$ cat src/core/sff_pkg.sv
// Functional notes
// - at power-up read flash from 0xFFFA and check the boot signature 2DFU.
// - valid signature enables external code memory, execution starting at 0x0000.
// - missing signature keeps internal ROM; no external code fetch is served.
// - single-mode fetch: chip select low, opcode 0x0B, 24-bit address, dummy byte.
// - single mode takes one byte over eight clocks, then signals ready.
// - sequential fetch keeps chip select low and shifts one more byte.
// - non-sequential fetch ends the burst by raising chip select.
// - dual mode, only at the slower link speed, sends opcode 0x3B, address, dummy.
// - dual mode takes each byte over four clocks, two bits per clock.
// - strap on data-out pin picks link speed, latched at reset release.
// - 32-byte fetch cache; a jump loads the base pointer with the target.
// - each fetched byte enters the cache; base advances past 32 bytes.
// - a jump inside the cached range is served within one clock, no flash access.
// - command transfers use 8-byte command, 8-byte response and byte length.
// - launch drops chip select and gives eight clocks per programmed byte.
// - bytes after the first are sampled from data-in into the response buffer.
// - lengths beyond the command buffer keep clocking with filler on data-out.
// - erase commands use length four; chip select rises at completion.
// - byte program uses opcode 0x02, address, one data byte, length five.
// - single-byte commands use length one, giving eight clocks only.
// - ID read 0x9F with length four leaves three reply bytes in the buffer.
package sff_pkg;
	localparam int          CLK_MHZ        = 100;
	// link half periods; the two speeds keep the documented 2:1 ratio
	localparam int          HALF_NS_STD    = 40;
	localparam int          HALF_NS_HI     = 20;
	localparam logic [2:0]  HALF_CYC_STD   = 3'((HALF_NS_STD * CLK_MHZ) / 1000 - 1);
	localparam logic [2:0]  HALF_CYC_HI    = 3'((HALF_NS_HI * CLK_MHZ) / 1000 - 1);
	localparam logic [7:0]  OP_FAST_READ   = 8'h0b;
	localparam logic [7:0]  OP_DUAL_READ   = 8'h3b;
	localparam logic [7:0]  DUMMY_BYTE     = 8'h00;
	localparam logic [23:0] SIG_ADDR       = 24'h00fffa;
	localparam logic [31:0] SIG_VALUE      = 32'h32444655;
	localparam logic [23:0] BOOT_ENTRY     = 24'h000000;
	localparam logic [7:0]  HDR_BYTES      = 8'h05;
	localparam logic [3:0]  RESP_BYTES     = 4'h8;
	localparam logic [5:0]  CACHE_BYTES    = 6'h20;
	localparam logic [1:0]  STRAP_WAIT     = 2'h3;
	localparam logic [1:0]  SIG_LAST       = 2'h3;
	localparam logic [2:0]  BIT_LAST_SGL   = 3'h7;
	localparam logic [2:0]  BIT_LAST_DUAL  = 3'h3;

	typedef enum logic [2:0] {
		ST_STRAP = 3'b000,
		ST_GAP   = 3'b001,
		ST_XFER  = 3'b010,
		ST_RECV  = 3'b011,
		ST_HOLD  = 3'b100,
		ST_IDLE  = 3'b101
	} sff_state_t;

	// flash link pins; doe high while data-out is driven
	typedef struct packed {
		logic cs_b;
		logic sck;
		logic dout;
		logic doe;
	} sff_pins_t;

	typedef struct packed {
		sff_state_t  st;
		logic [1:0]  sy1;
		logic [1:0]  sy2;
		logic [1:0]  strap_cnt;
		logic        fast;
		logic        boot;
		logic        boot_done;
		logic        ext_en;
		logic        sig_ok;
		logic [1:0]  sig_idx;
		logic [2:0]  div;
		sff_pins_t   pins;
		logic        dual;
		logic        is_cmd;
		logic        busy;
		logic [63:0] tx;
		logic [7:0]  rx;
		logic [2:0]  bit_no;
		logic [7:0]  bytes_left;
		logic [3:0]  byte_no;
		logic [63:0] resp;
		logic [23:0] cur;
		logic [23:0] last_addr;
		logic [23:0] base;
		logic [5:0]  len;
		logic        ready;
		logic [23:0] start_addr;
	} sff_core_t;

	localparam sff_core_t CORE_RST = '{st: ST_STRAP, pins: '{cs_b: 1'b1, default: 1'b0},
		default: '0};
endpackage

$ cat src/core/sff_top.sv
`timescale 1ns/1ns
// serial flash fetch and command controller
module sff_top (
	input  wire logic              clk,
	input  wire logic              rst_b,
	input  wire logic              fetch_req,
	input  wire logic [23:0]       fetch_addr,
	output logic                   fetch_ready,
	output logic      [7:0]        fetch_data,
	output logic                   ext_code_en,
	output logic                   boot_done,
	output logic      [23:0]       code_start_addr,
	input  wire logic              dual_mode_cfg,
	input  wire logic              launch,
	input  wire logic [63:0]       cmd_buffer,
	input  wire logic [7:0]        transfer_length,
	output logic                   xfer_busy,
	output logic      [63:0]       response_buffer,
	output logic                   link_fast,
	output sff_pkg::sff_pins_t     flash_pins,
	input  wire logic              flash_data_out_in,
	input  wire logic              flash_serial_in
);
	sff_pkg::sff_core_t s;
	sff_pkg::sff_core_t n;

	logic        c_we;
	logic        c_re;
	logic [7:0]  c_wd;
	logic        din;
	logic        dq0;
	logic        tick;
	logic        fall;
	logic        rise;
	logic        seq;
	logic        hit;
	logic        take;
	logic        open_ok;
	logic [2:0]  half;
	logic [2:0]  last_bit;
	logic [7:0]  rx_s;
	logic [7:0]  rx_n;
	logic [7:0]  sig_byte;
	logic [23:0] offs;
	logic [63:0] tx_cmd;
	logic [2:0]  resp_idx;

	// cache memory; its read register is the fetch data output
	sff_cache_mem u_cache (
		.clk     (clk),
		.rst_b   (rst_b),
		.wr_en   (c_we),
		.wr_addr (s.cur[4:0]),
		.wr_data (c_wd),
		.rd_en   (c_re),
		.rd_addr (fetch_addr[4:0]),
		.rd_data (fetch_data)
	);

	// shared decode of the current state
	always_comb
	begin
		din      = s.sy2[0];
		dq0      = s.sy2[1];
		half     = s.fast ? sff_pkg::HALF_CYC_HI : sff_pkg::HALF_CYC_STD;
		tick     = (s.div == half);
		fall     = tick && s.pins.sck;
		rise     = tick && !s.pins.sck &&
			(s.st == sff_pkg::ST_XFER || s.st == sff_pkg::ST_RECV);
		last_bit = s.dual ? sff_pkg::BIT_LAST_DUAL : sff_pkg::BIT_LAST_SGL;
		rx_s     = {s.rx[6:0], din};
		rx_n     = s.dual ? {s.rx[5:0], din, dq0} : rx_s;
		sig_byte = sff_pkg::SIG_VALUE[{~s.sig_idx, 3'b000} +: 8];
		seq      = (fetch_addr == s.last_addr + 24'h000001);
		offs     = fetch_addr - s.base;
		hit      = (offs < {18'h00000, s.len});
		open_ok  = (s.st == sff_pkg::ST_IDLE || s.st == sff_pkg::ST_HOLD);
		take     = fetch_req && s.ext_en && open_ok;
		resp_idx = 3'(s.byte_no - 4'h1);
		for (int i = 0; i < 8; i++)
			tx_cmd[63 - 8 * i -: 8] = cmd_buffer[8 * i +: 8];
	end

	// next state of the whole controller
	always_comb
	begin
		n       = s;
		n.ready = 1'b0;
		c_we    = 1'b0;
		c_re    = 1'b0;
		c_wd    = rx_n;
		n.sy1   = {flash_data_out_in, flash_serial_in};
		n.sy2   = s.sy1;
		// link clock runs only while bits move
		if (s.st == sff_pkg::ST_XFER || s.st == sff_pkg::ST_RECV || s.st == sff_pkg::ST_GAP)
		begin
			n.div = tick ? 3'h0 : 3'(s.div + 3'h1);
			if (tick && s.st != sff_pkg::ST_GAP)
				n.pins.sck = ~s.pins.sck;
		end
		case (s.st)
			sff_pkg::ST_STRAP:
			begin
				// data-out undriven so the strap level can be read
				n.strap_cnt = 2'(s.strap_cnt + 2'h1);
				if (s.strap_cnt == sff_pkg::STRAP_WAIT)
				begin
					n.fast       = dq0;
					n.boot       = 1'b1;
					n.sig_ok     = 1'b1;
					n.dual       = 1'b0;
					n.is_cmd     = 1'b0;
					n.tx         = {sff_pkg::OP_FAST_READ, sff_pkg::SIG_ADDR,
						sff_pkg::DUMMY_BYTE, 24'h000000};
					n.bytes_left = sff_pkg::HDR_BYTES;
					n.cur        = sff_pkg::SIG_ADDR;
					n.div        = 3'h0;
					n.st         = sff_pkg::ST_GAP;
				end
			end
			sff_pkg::ST_IDLE, sff_pkg::ST_HOLD:
			begin
				if (take && s.st == sff_pkg::ST_HOLD && seq)
				begin
					// sequential: same burst, one more byte
					n.cur    = fetch_addr;
					n.bit_no = 3'h0;
					n.div    = 3'h0;
					n.st     = sff_pkg::ST_RECV;
				end
				else if (take)
				begin
					n.pins.cs_b = 1'b1;
					n.pins.doe  = 1'b0;
					if (hit)
					begin
						// jump into the cached window
						c_re    = 1'b1;
						n.ready = 1'b1;
						n.st    = sff_pkg::ST_IDLE;
					end
					else
					begin
						n.base       = fetch_addr;
						n.len        = 6'h00;
						n.dual       = dual_mode_cfg && !s.fast;
						n.is_cmd     = 1'b0;
						n.tx         = {(n.dual ? sff_pkg::OP_DUAL_READ :
							sff_pkg::OP_FAST_READ), fetch_addr,
							sff_pkg::DUMMY_BYTE, 24'h000000};
						n.bytes_left = sff_pkg::HDR_BYTES;
						n.cur        = fetch_addr;
						n.div        = 3'h0;
						n.st         = sff_pkg::ST_GAP;
					end
				end
				else if (launch && transfer_length != 8'h00)
				begin
					// register transfer; closes any open burst first
					n.pins.cs_b  = 1'b1;
					n.pins.doe   = 1'b0;
					n.is_cmd     = 1'b1;
					n.dual       = 1'b0;
					n.busy       = 1'b1;
					n.tx         = tx_cmd;
					n.bytes_left = transfer_length;
					n.byte_no    = 4'h0;
					n.resp       = '0;
					n.last_addr  = ~s.last_addr;
					n.len        = 6'h00;
					n.div        = 3'h0;
					n.st         = sff_pkg::ST_GAP;
				end
			end
			sff_pkg::ST_GAP:
			begin
				// select stays high one half period, then drops
				n.pins.sck = 1'b0;
				if (tick)
				begin
					n.pins.cs_b = 1'b0;
					n.pins.doe  = 1'b1;
					n.pins.dout = s.tx[63];
					n.tx        = {s.tx[62:0], 1'b0};
					n.bit_no    = 3'h0;
					n.st        = sff_pkg::ST_XFER;
				end
			end
			sff_pkg::ST_XFER:
			begin
				if (fall)
				begin
					// filler zeros follow once the buffer is shifted out
					n.rx        = rx_s;
					n.pins.dout = s.tx[63];
					n.tx        = {s.tx[62:0], 1'b0};
					n.bit_no    = 3'(s.bit_no + 3'h1);
					if (s.bit_no == sff_pkg::BIT_LAST_SGL)
					begin
						n.bytes_left = 8'(s.bytes_left - 8'h01);
						if (s.byte_no <= sff_pkg::RESP_BYTES)
							n.byte_no = 4'(s.byte_no + 4'h1);
						if (s.byte_no != 4'h0 && s.byte_no <= sff_pkg::RESP_BYTES)
							n.resp[{resp_idx, 3'b000} +: 8] = rx_s;
						if (s.bytes_left == 8'h01)
						begin
							if (s.is_cmd)
							begin
								n.pins.cs_b = 1'b1;
								n.pins.doe  = 1'b0;
								n.busy      = 1'b0;
								n.st        = sff_pkg::ST_IDLE;
							end
							else
							begin
								// dual data phase frees the data-out line
								n.pins.doe = !s.dual;
								n.st       = sff_pkg::ST_RECV;
							end
						end
					end
				end
			end
			sff_pkg::ST_RECV:
			begin
				if (fall)
				begin
					n.rx     = rx_n;
					n.bit_no = 3'(s.bit_no + 3'h1);
					if (s.bit_no == last_bit)
					begin
						n.bit_no = 3'h0;
						if (s.boot)
						begin
							n.sig_ok  = s.sig_ok && (rx_n == sig_byte);
							n.sig_idx = 2'(s.sig_idx + 2'h1);
							n.cur     = 24'(s.cur + 24'h000001);
							if (s.sig_idx == sff_pkg::SIG_LAST)
							begin
								n.pins.cs_b   = 1'b1;
								n.pins.doe    = 1'b0;
								n.boot        = 1'b0;
								n.boot_done   = 1'b1;
								n.ext_en      = n.sig_ok;
								n.start_addr  = sff_pkg::BOOT_ENTRY;
								n.last_addr   = ~sff_pkg::BOOT_ENTRY;
								n.st          = sff_pkg::ST_IDLE;
							end
						end
						else
						begin
							// byte done: cache it and release the stall
							c_we        = 1'b1;
							n.ready     = 1'b1;
							n.last_addr = s.cur;
							n.st        = sff_pkg::ST_HOLD;
							if (s.len == sff_pkg::CACHE_BYTES)
								n.base = 24'(s.base + 24'h000001);
							else
								n.len = 6'(s.len + 6'h01);
						end
					end
				end
			end
			default:
			begin
				n.pins.cs_b = 1'b1;
				n.st        = sff_pkg::ST_IDLE;
			end
		endcase
	end

	// single state register
	always_ff @(posedge clk or negedge rst_b)
	begin
		if (!rst_b)
			s <= sff_pkg::CORE_RST;
		else
			s <= n;
	end

	// outputs straight from the state register
	assign fetch_ready     = s.ready;
	assign ext_code_en     = s.ext_en;
	assign boot_done       = s.boot_done;
	assign code_start_addr = s.start_addr;
	assign xfer_busy       = s.busy;
	assign response_buffer = s.resp;
	assign link_fast       = s.fast;
	assign flash_pins      = s.pins;

	// link clock counters seen only by the checks below
	logic [10:0] cs_rises;
	logic [3:0]  rx_rises;
	logic [10:0] len_clocks;

	always_ff @(posedge clk or negedge rst_b)
	begin
		if (!rst_b)
		begin
			cs_rises   <= 11'h000;
			rx_rises   <= 4'h0;
			len_clocks <= 11'h000;
		end
		else
		begin
			if (s.pins.cs_b)
				cs_rises <= 11'h000;
			else if (rise)
				cs_rises <= 11'(cs_rises + 11'h001);
			if (s.st != sff_pkg::ST_RECV)
				rx_rises <= 4'h0;
			else if (rise)
				rx_rises <= 4'(rx_rises + 4'h1);
			if (n.st == sff_pkg::ST_GAP && n.is_cmd && !s.is_cmd)
				len_clocks <= {transfer_length, 3'b000};
			else if (open_ok && launch && !take && transfer_length != 8'h00)
				len_clocks <= {transfer_length, 3'b000};
		end
	end
endmodule

$ cat src/core/sff_cache_mem.sv
`timescale 1ns/1ns
// 32-byte fetch cache; read data always leaves a register
module sff_cache_mem (
	input  wire logic       clk,
	input  wire logic       rst_b,
	input  wire logic       wr_en,
	input  wire logic [4:0] wr_addr,
	input  wire logic [7:0] wr_data,
	input  wire logic       rd_en,
	input  wire logic [4:0] rd_addr,
	output logic      [7:0] rd_data
);
	typedef struct packed {
		logic [31:0][7:0] mem;
		logic [7:0]       rd;
	} sff_mem_t;

	sff_mem_t m_q;
	sff_mem_t m_d;

	// a write also passes its byte to the read register
	always_comb
	begin
		m_d = m_q;
		if (wr_en)
		begin
			m_d.mem[wr_addr] = wr_data;
			m_d.rd           = wr_data;
		end
		else if (rd_en)
		begin
			m_d.rd = m_q.mem[rd_addr];
		end
	end

	always_ff @(posedge clk or negedge rst_b)
	begin
		if (!rst_b)
			m_q <= '0;
		else
			m_q <= m_d;
	end

	assign rd_data = m_q.rd;
endmodule

$ cat config.mk
export PLATFORM = sky130hd
export DESIGN_NAME = sff_top
export DESIGN_NICKNAME = d
export VERILOG_FILES = /design/src/core/sff_pkg.sv /design/src/core/sff_top.sv /design/src/core/sff_cache_mem.sv
export SDC_FILE = /design/constraint.sdc
export NUM_CORES = 1
export LEC_CHECK = 0
export ABC_AREA = 1
export BUFFER_PORTS_ARGS = -buffer_cell sky130_fd_sc_hd__buf_2
export CAP_MARGIN = 25
export CORE_ASPECT_RATIO = 0.7
export CORE_UTILIZATION = 35
export CTS_CLUSTER_DIAMETER = 120
export DETAILED_ROUTE_END_ITERATION = 12
export HOLD_SLACK_MARGIN = 0.05
export PLACE_DENSITY = 0.47
export SETUP_SLACK_MARGIN = 0.4
export SLEW_MARGIN = 20
export SYNTH_ARGS = -nofsm -noshare
export SYNTH_HDL_FRONTEND = slang
export SYNTH_SLANG_ARGS = --single-unit
$ cat constraint.sdc
create_clock -name clk -period 3.25 [get_ports clk]
set_input_delay 0.325 -clock clk [delete_from_list [all_inputs] [get_ports clk]]
set_output_delay 0.325 -clock clk [all_outputs]
set_load 0.05 [all_outputs]
=== Word-level counts from Yosys, hierarchy flattened ===
Index checks and enable logic that the tools add are counted.

* Flip-flop bits (word level): 519
* Input bits: 103
* Output and inout port bits: 105
* Word-level logic and storage cells: 315

* $add $sub $neg: 13
* $lt $le $gt $ge: 5
* Eq/ne operators: 42
* Shift-type cells: 3
* Mux-type cells: 131
* Bitwise operators: 4
* Reduce and logical (&&, ||, !) cells: 55

{| class="wikitable"
|+ Operators with widths
! operator !! number
|-
| $mux 64 || 5
|-
| $mux 24 || 11
|-
| $bwmux 256 || 1
|-
| $pmux 64 s4 || 1
|-
| $mux 76 || 3
|-
| $mux 103 || 2
|-
| $mux 68 || 3
|-
| $mux 152 || 1
|-
| $pmux 68 s2 || 1
|-
| $pmux 55 s2 || 1
|-
| $mux 3 || 25
|-
| $add 24x1->24 const B || 3
|-
| $pmux 24 s3 || 1
|-
| $bwmux 64 || 1
|-
| $mux 8 || 8
|-
| $shift 8x8->64 const A || 1
|-
| $shiftx 8x8->64 || 1
|-
| $mux 55 || 1
|-
| $mux 6 || 7
|-
| $reduce_and 7->1 || 6
|-
| $bmux 8 s5 || 1
|-
| $demux 8 s5 || 1
|-
| $mux 1 || 34
|-
| $shiftx 32x6->8 const A || 1
|-
| other kinds (62) || 133
|}

=== Longest topological paths before layout ===
* Word-level depth: 9
* Gate-level depth with buffers: 24
* Depth with buffers taken out: 23

=== Cells and area by module ===
Synthesis repeated with hierarchy kept, for this count alone.

* Cells, all modules: 4196
* Area total of the unflattened synthesis: 30394.2 µm²

{| class="wikitable"
|+ By module, submodules not included
! module !! instances !! cells each !! area an instance (µm²) !! sequential area each (µm²)
|-
| sff_top || 1 || 2681 || 18293.8 || 6382.4
|-
| sff_cache_mem || 1 || 1515 || 12100.4 || 6606.3
|}

=== Least setup slack after synthesis ===
No wires, ideal clock.

* Kind: input -> register
* Start: input port fetch_addr[0]
* End: register s[42] in the netlist's numbering
* Arrival: 3111 ps
* Required time: 3123 ps
* Path slack: 12 ps
* Cell stages on the path: 20
* Path buffers: 3
* Cell sequence: inv_1 clkbuf_1 clkbuf_1 ha_1 fa_1 inv_1 ha_1 a21oi_1 o21ai_0 nand2_1 nand2_1 nand2_1 nand2_1 inv_1 nand3_1 nor2_1 nand4_1 nand2_4 buf_4 o21ai_0

* Cells in the longest elaborated chain, start to end: 4
* Elaborated cells on any way between the ends: 7
* Classes of those cells: add/sub: 1; order compare: 1; eq/ne: 3; reduce/logical: 2

{| class="wikitable"
|+ RTL lines
! what !! RTL line !! text
|-
| start: declaration || sff_top.sv:7 || <nowiki>input wire logic [23:0] fetch_addr,</nowiki>
|-
| $sub 24x24->24 or $eq 24x24->1 (tied branches) || sff_top.sv:75, sff_top.sv:74 ||
|-
| $lt 24x6->1 or $logic_and 1x1->1 (tied branches) || sff_top.sv:76, sff_top.sv:123 ||
|-
| $ne 2x2->1 (no source line) || - ||
|-
| $reduce_and 8->1 (no source line) (*) || - ||
|-
| end signal: assignment || sff_top.sv:277 || <nowiki>s <= sff_pkg::CORE_RST;</nowiki>
|-
| end signal: assignment || sff_top.sv:279 || <nowiki>s <= n;</nowiki>
|-
| end: declaration || sff_top.sv:24 || <nowiki>sff_pkg::sff_core_t s;</nowiki>
|}

Mark *: on every way between the ends. The rest lies on a longest branch, timed or not.
A chain may end at the register's enable or synchronous reset.

=== Worst setup path after layout ===
* Start: register s[31] in the netlist's numbering
* End: register s[239] in the netlist's numbering

* Cells in the longest elaborated chain, start to end: 4

{| class="wikitable"
|+ RTL lines
! what !! RTL line !! text
|-
| $sub 24x24->24 || sff_top.sv:75 || <nowiki>offs = fetch_addr - s.base;</nowiki>
|-
| $lt 24x6->1 || sff_top.sv:76 || <nowiki>hit = (offs < {18'h00000, s.len});</nowiki>
|-
| $ne 3x3->1 (no source line) || - ||
|-
| $reduce_and 7->1 (no source line) || - ||
|}

Every way passes these cells.

==> flow_summary.toml <==
[logic_synthesis]
ys_seq_elements = 519
avgSynthCellArea_um2 = 7.59
synthTopCellsByArea = "dfrtp_1 (44%), nand2_1 (13%), o21ai_0 (9.3%)"
ys_seq_area_share_pct = 44.2
yosysMostFrequentCell = "nand2_1"
synth_area_leader_cell = "dfrtp_1"
syn_area_um2 = 29400
synth_ff_type = "dfrtp_1"
syn_inst = 3873
synth_edf_count = 0
yosysUniqueCellTypes = 59
async_reset_ff_share_pct = 100
synth_top_cell_area_share_pct = 44.1
synth_common_cells = "nand2_1 (1041), o21ai_0 (547), dfrtp_1 (518), nor2_1 (335), inv_1 (303)"
ys_warn_count = 0

[global_routing]
track_usage_pct = 23.0
grt_max_degree = 131
grt-ovfl-total = 0
grt_pass1_wl_um = 154000
grt_pass1_vias = 25100
antenna_found_initial = 1

[setup_path]
crit_type = "reg -> reg"
max_stage_delay_ns = 0.51
slowest_stage = "fa_2"
crit_path_start_kind = "flip-flop"
cp-end-kind = "flip-flop"
cp_max_fo = 8
cp.required_ns = 3.81
crit_top_cell = "nand2_1"
cp.arrival_ns = 3.63
path_cells = "ha_4 -> fa_2 -> inv_1 -> ha_1 -> a21oi_2 -> o21ai_1 -> nand2_1 -> nand2_1 -> nand2_2 -> nand2_1 -> inv_1 -> nand3_2 -> nor2_4 -> nand4_4 -> buf_12 -> nand3_4 -> buf_12 -> clkbuf_16 -> nand2_1 -> nand2_1"

[sta]
hold_violations = 0
slew_violations = 0
rsz0062_at_grt = "true"
worst_pin_slew_ns = 1.06
fmax_ghz = 0.325
skew_ns = 0.0391
period_minus_slack_ns = 3.07
setup-violations-final = 0
slew_headroom_pct = 29.5
tns_ns = 0
finalCritPeriodShare_pct = 94.6

[floorplan]
core_um2 = 82700
num_rows = 88
die_h_um = 244
dieArea_um2 = 85100
initial_core_util_pct = 35.5
io_pins = 208
die_x_um = 348

[clocking]
clkSinkCount = 519
cts_made_buffers = 54
cts_tree = "built"
path_clk_slew_ns = 0.07
cts_root_buffer = "clkbuf_16"
h-tree-depth = 2
insertion_delay_ns = 0.65
clk_path_buf_depth = 3

[drt]
top_layer = "met4"
routedLengthMet1_um = 52700
drcViolationCount = 0
met3_length_um = 5980
vias = 27000
drtIter0Drc = 2246
wl_per_cell_um = 19.3
vias_per_cell = 5.17
final_antenna_net_count = 0
first_pass_iters = 6
dr_wl_met2_um = 40900
routed_wl_um = 101000

[final_layout]
area_delta_synth_final_pct = 20.2
layout.cells.non_filler = 5215
nets = 4197
drive_gt1_share_pct = 18.5

[hold_path]
worstHoldPathType = "in -> reg"

[status]
outcome = "finished, final reports clean"

[place]
gp_congestion = 0.881
place_inst = 5050
dp_hpwl_um = 67000
io_buffers = 183

[power]
powerDensity_nw_per_um2 = 405
p_leak_nw = 16.5
total_power_w = 0.0143
ir_drop_uv = 331

[job]
maxCapViolations = 0
-- what timing repair did --
| item | CTS | global route |
|---|---|---|
| hold buffers | 17 | 0 |
| pin swaps | 13 | 56 |
| endpoints found under the hold margin | 82 | 0 |
| gates resized for setup | 51 | 240 |
| endpoints found under the setup margin | 160 | 258 |
| setup buffers | 11 | 16 |
| gates cloned | 1 | 16 |
-- cells in the final DEF (no fill, tap or decap), types with 47 or more instances in the layout --
| master | netlist | final |
|---|---|---|
| nand2_1 | 1041 | 929 |
| o21ai_0 | 547 | 542 |
| dfrtp_1 | 518 | 513 |
| nor2_1 | 335 | 321 |
| inv_1 | 303 | 293 |
| buf_2 | 26 | 181 |
| buf_4 | 115 | 144 |
| nand3_1 | 164 | 122 |
| nand4_1 | 91 | 91 |
| nand2_2 | 8 | 85 |
| o22ai_1 | 74 | 74 |
| clkbuf_16 | 0 | 66 |
| a21oi_1 | 54 | 47 |
-- sequential cells by signal, indices dropped and copies added (netlist names) --
signal and flops:
boot_done 1, din 1, dq0 1, ext_code_en 1, fetch_ready 1, flash_pins 4
link_fast 1, n 2, response_buffer 64, rx_s 7, s 171, u_cache.m_q 256
u_cache.rd_data 8, xfer_busy 1
-- cells by family (layout without fill, tap and decap cells) --
family	count (synthesis)	count (layout)	share of synthesized area, %
compound gates	883	883	17.1
xor+xnor	59	59	1.76
fa+ha+maj	52	52	2.24
buf+inv	623	814	9.76
flops	519	519	44.2
mux	2	2	0.0766
other cells	1	26	0.0128
simple gates	1734	1735	24.8
-- worst paths after layout --
check / startpoint / endpoint / slack (ns) / cells after the start
setup reg to reg: s[31] / s[239] / 0.18 / 20
hold reg to reg: n[273] / din / 0.35 / 0
min in group asynchronous: rst_b / s[205] / 0.36 / 2
setup / recovery: s[31] / s[239] / 0.18 / 20
hold / removal: transfer_length[5] / s[176] / 0.09 / 5
max in group asynchronous: rst_b / u_cache.m_q[84] / 2.04 / 3
-- report_power, final --
part,internal [W],switching [W]
clock,0.00374,0.00284
combinational,0.000375,0.000855
sequential,0.00648,0.0000315
-- layer usage --
| metal | GRT usage [%] | up-vias |
|---|---|---|
| met5 | 0 | - |
| met4 | 3.68 | 0 |
| met3 | 2.88 | 75 |
| met2 | 32.0 | 725 |
| met1 | 37.4 | 13000 |
| li1 | - | 13100 |
-- per-stage QoR --
stage               utilization [%]  hold WS (ns)  worst slack, ns  instance area (um2)
floorplan                         -        0.0294            0.339                29500
global placement               38.2         0.334           0.0244                31600
detailed placement             38.2         0.341          -0.0388                31600
CTS                            41.0        0.0510            0.310                33900
global route                   42.7        0.0833           0.0333                35300
finish                         42.7        0.0913            0.176                35300
-- area by class of cell --
class / count / area (um2)
multi-input combinational: 2755 / 14700
timing repair buffer: 393 / 3120
fill: 8512 / 47400
antenna: 2 / 5.00
clock inverter: 24 / 251
sequential: 519 / 13000
inverter: 319 / 1220
tap: 1125 / 1410
clock buffer: 78 / 1590
-- worst max-delay path, delay by kind of cell, from the launching register on --
kind / cells / cell delay [ns]
fa+ha+maj: 3 / 0.96
simple gates: 10 / 0.82
buf+inv: 5 / 0.61
flops: 1 / 0.43
compound gates: 2 / 0.18
No activity file was read; power rests on OpenSTA's default activity.
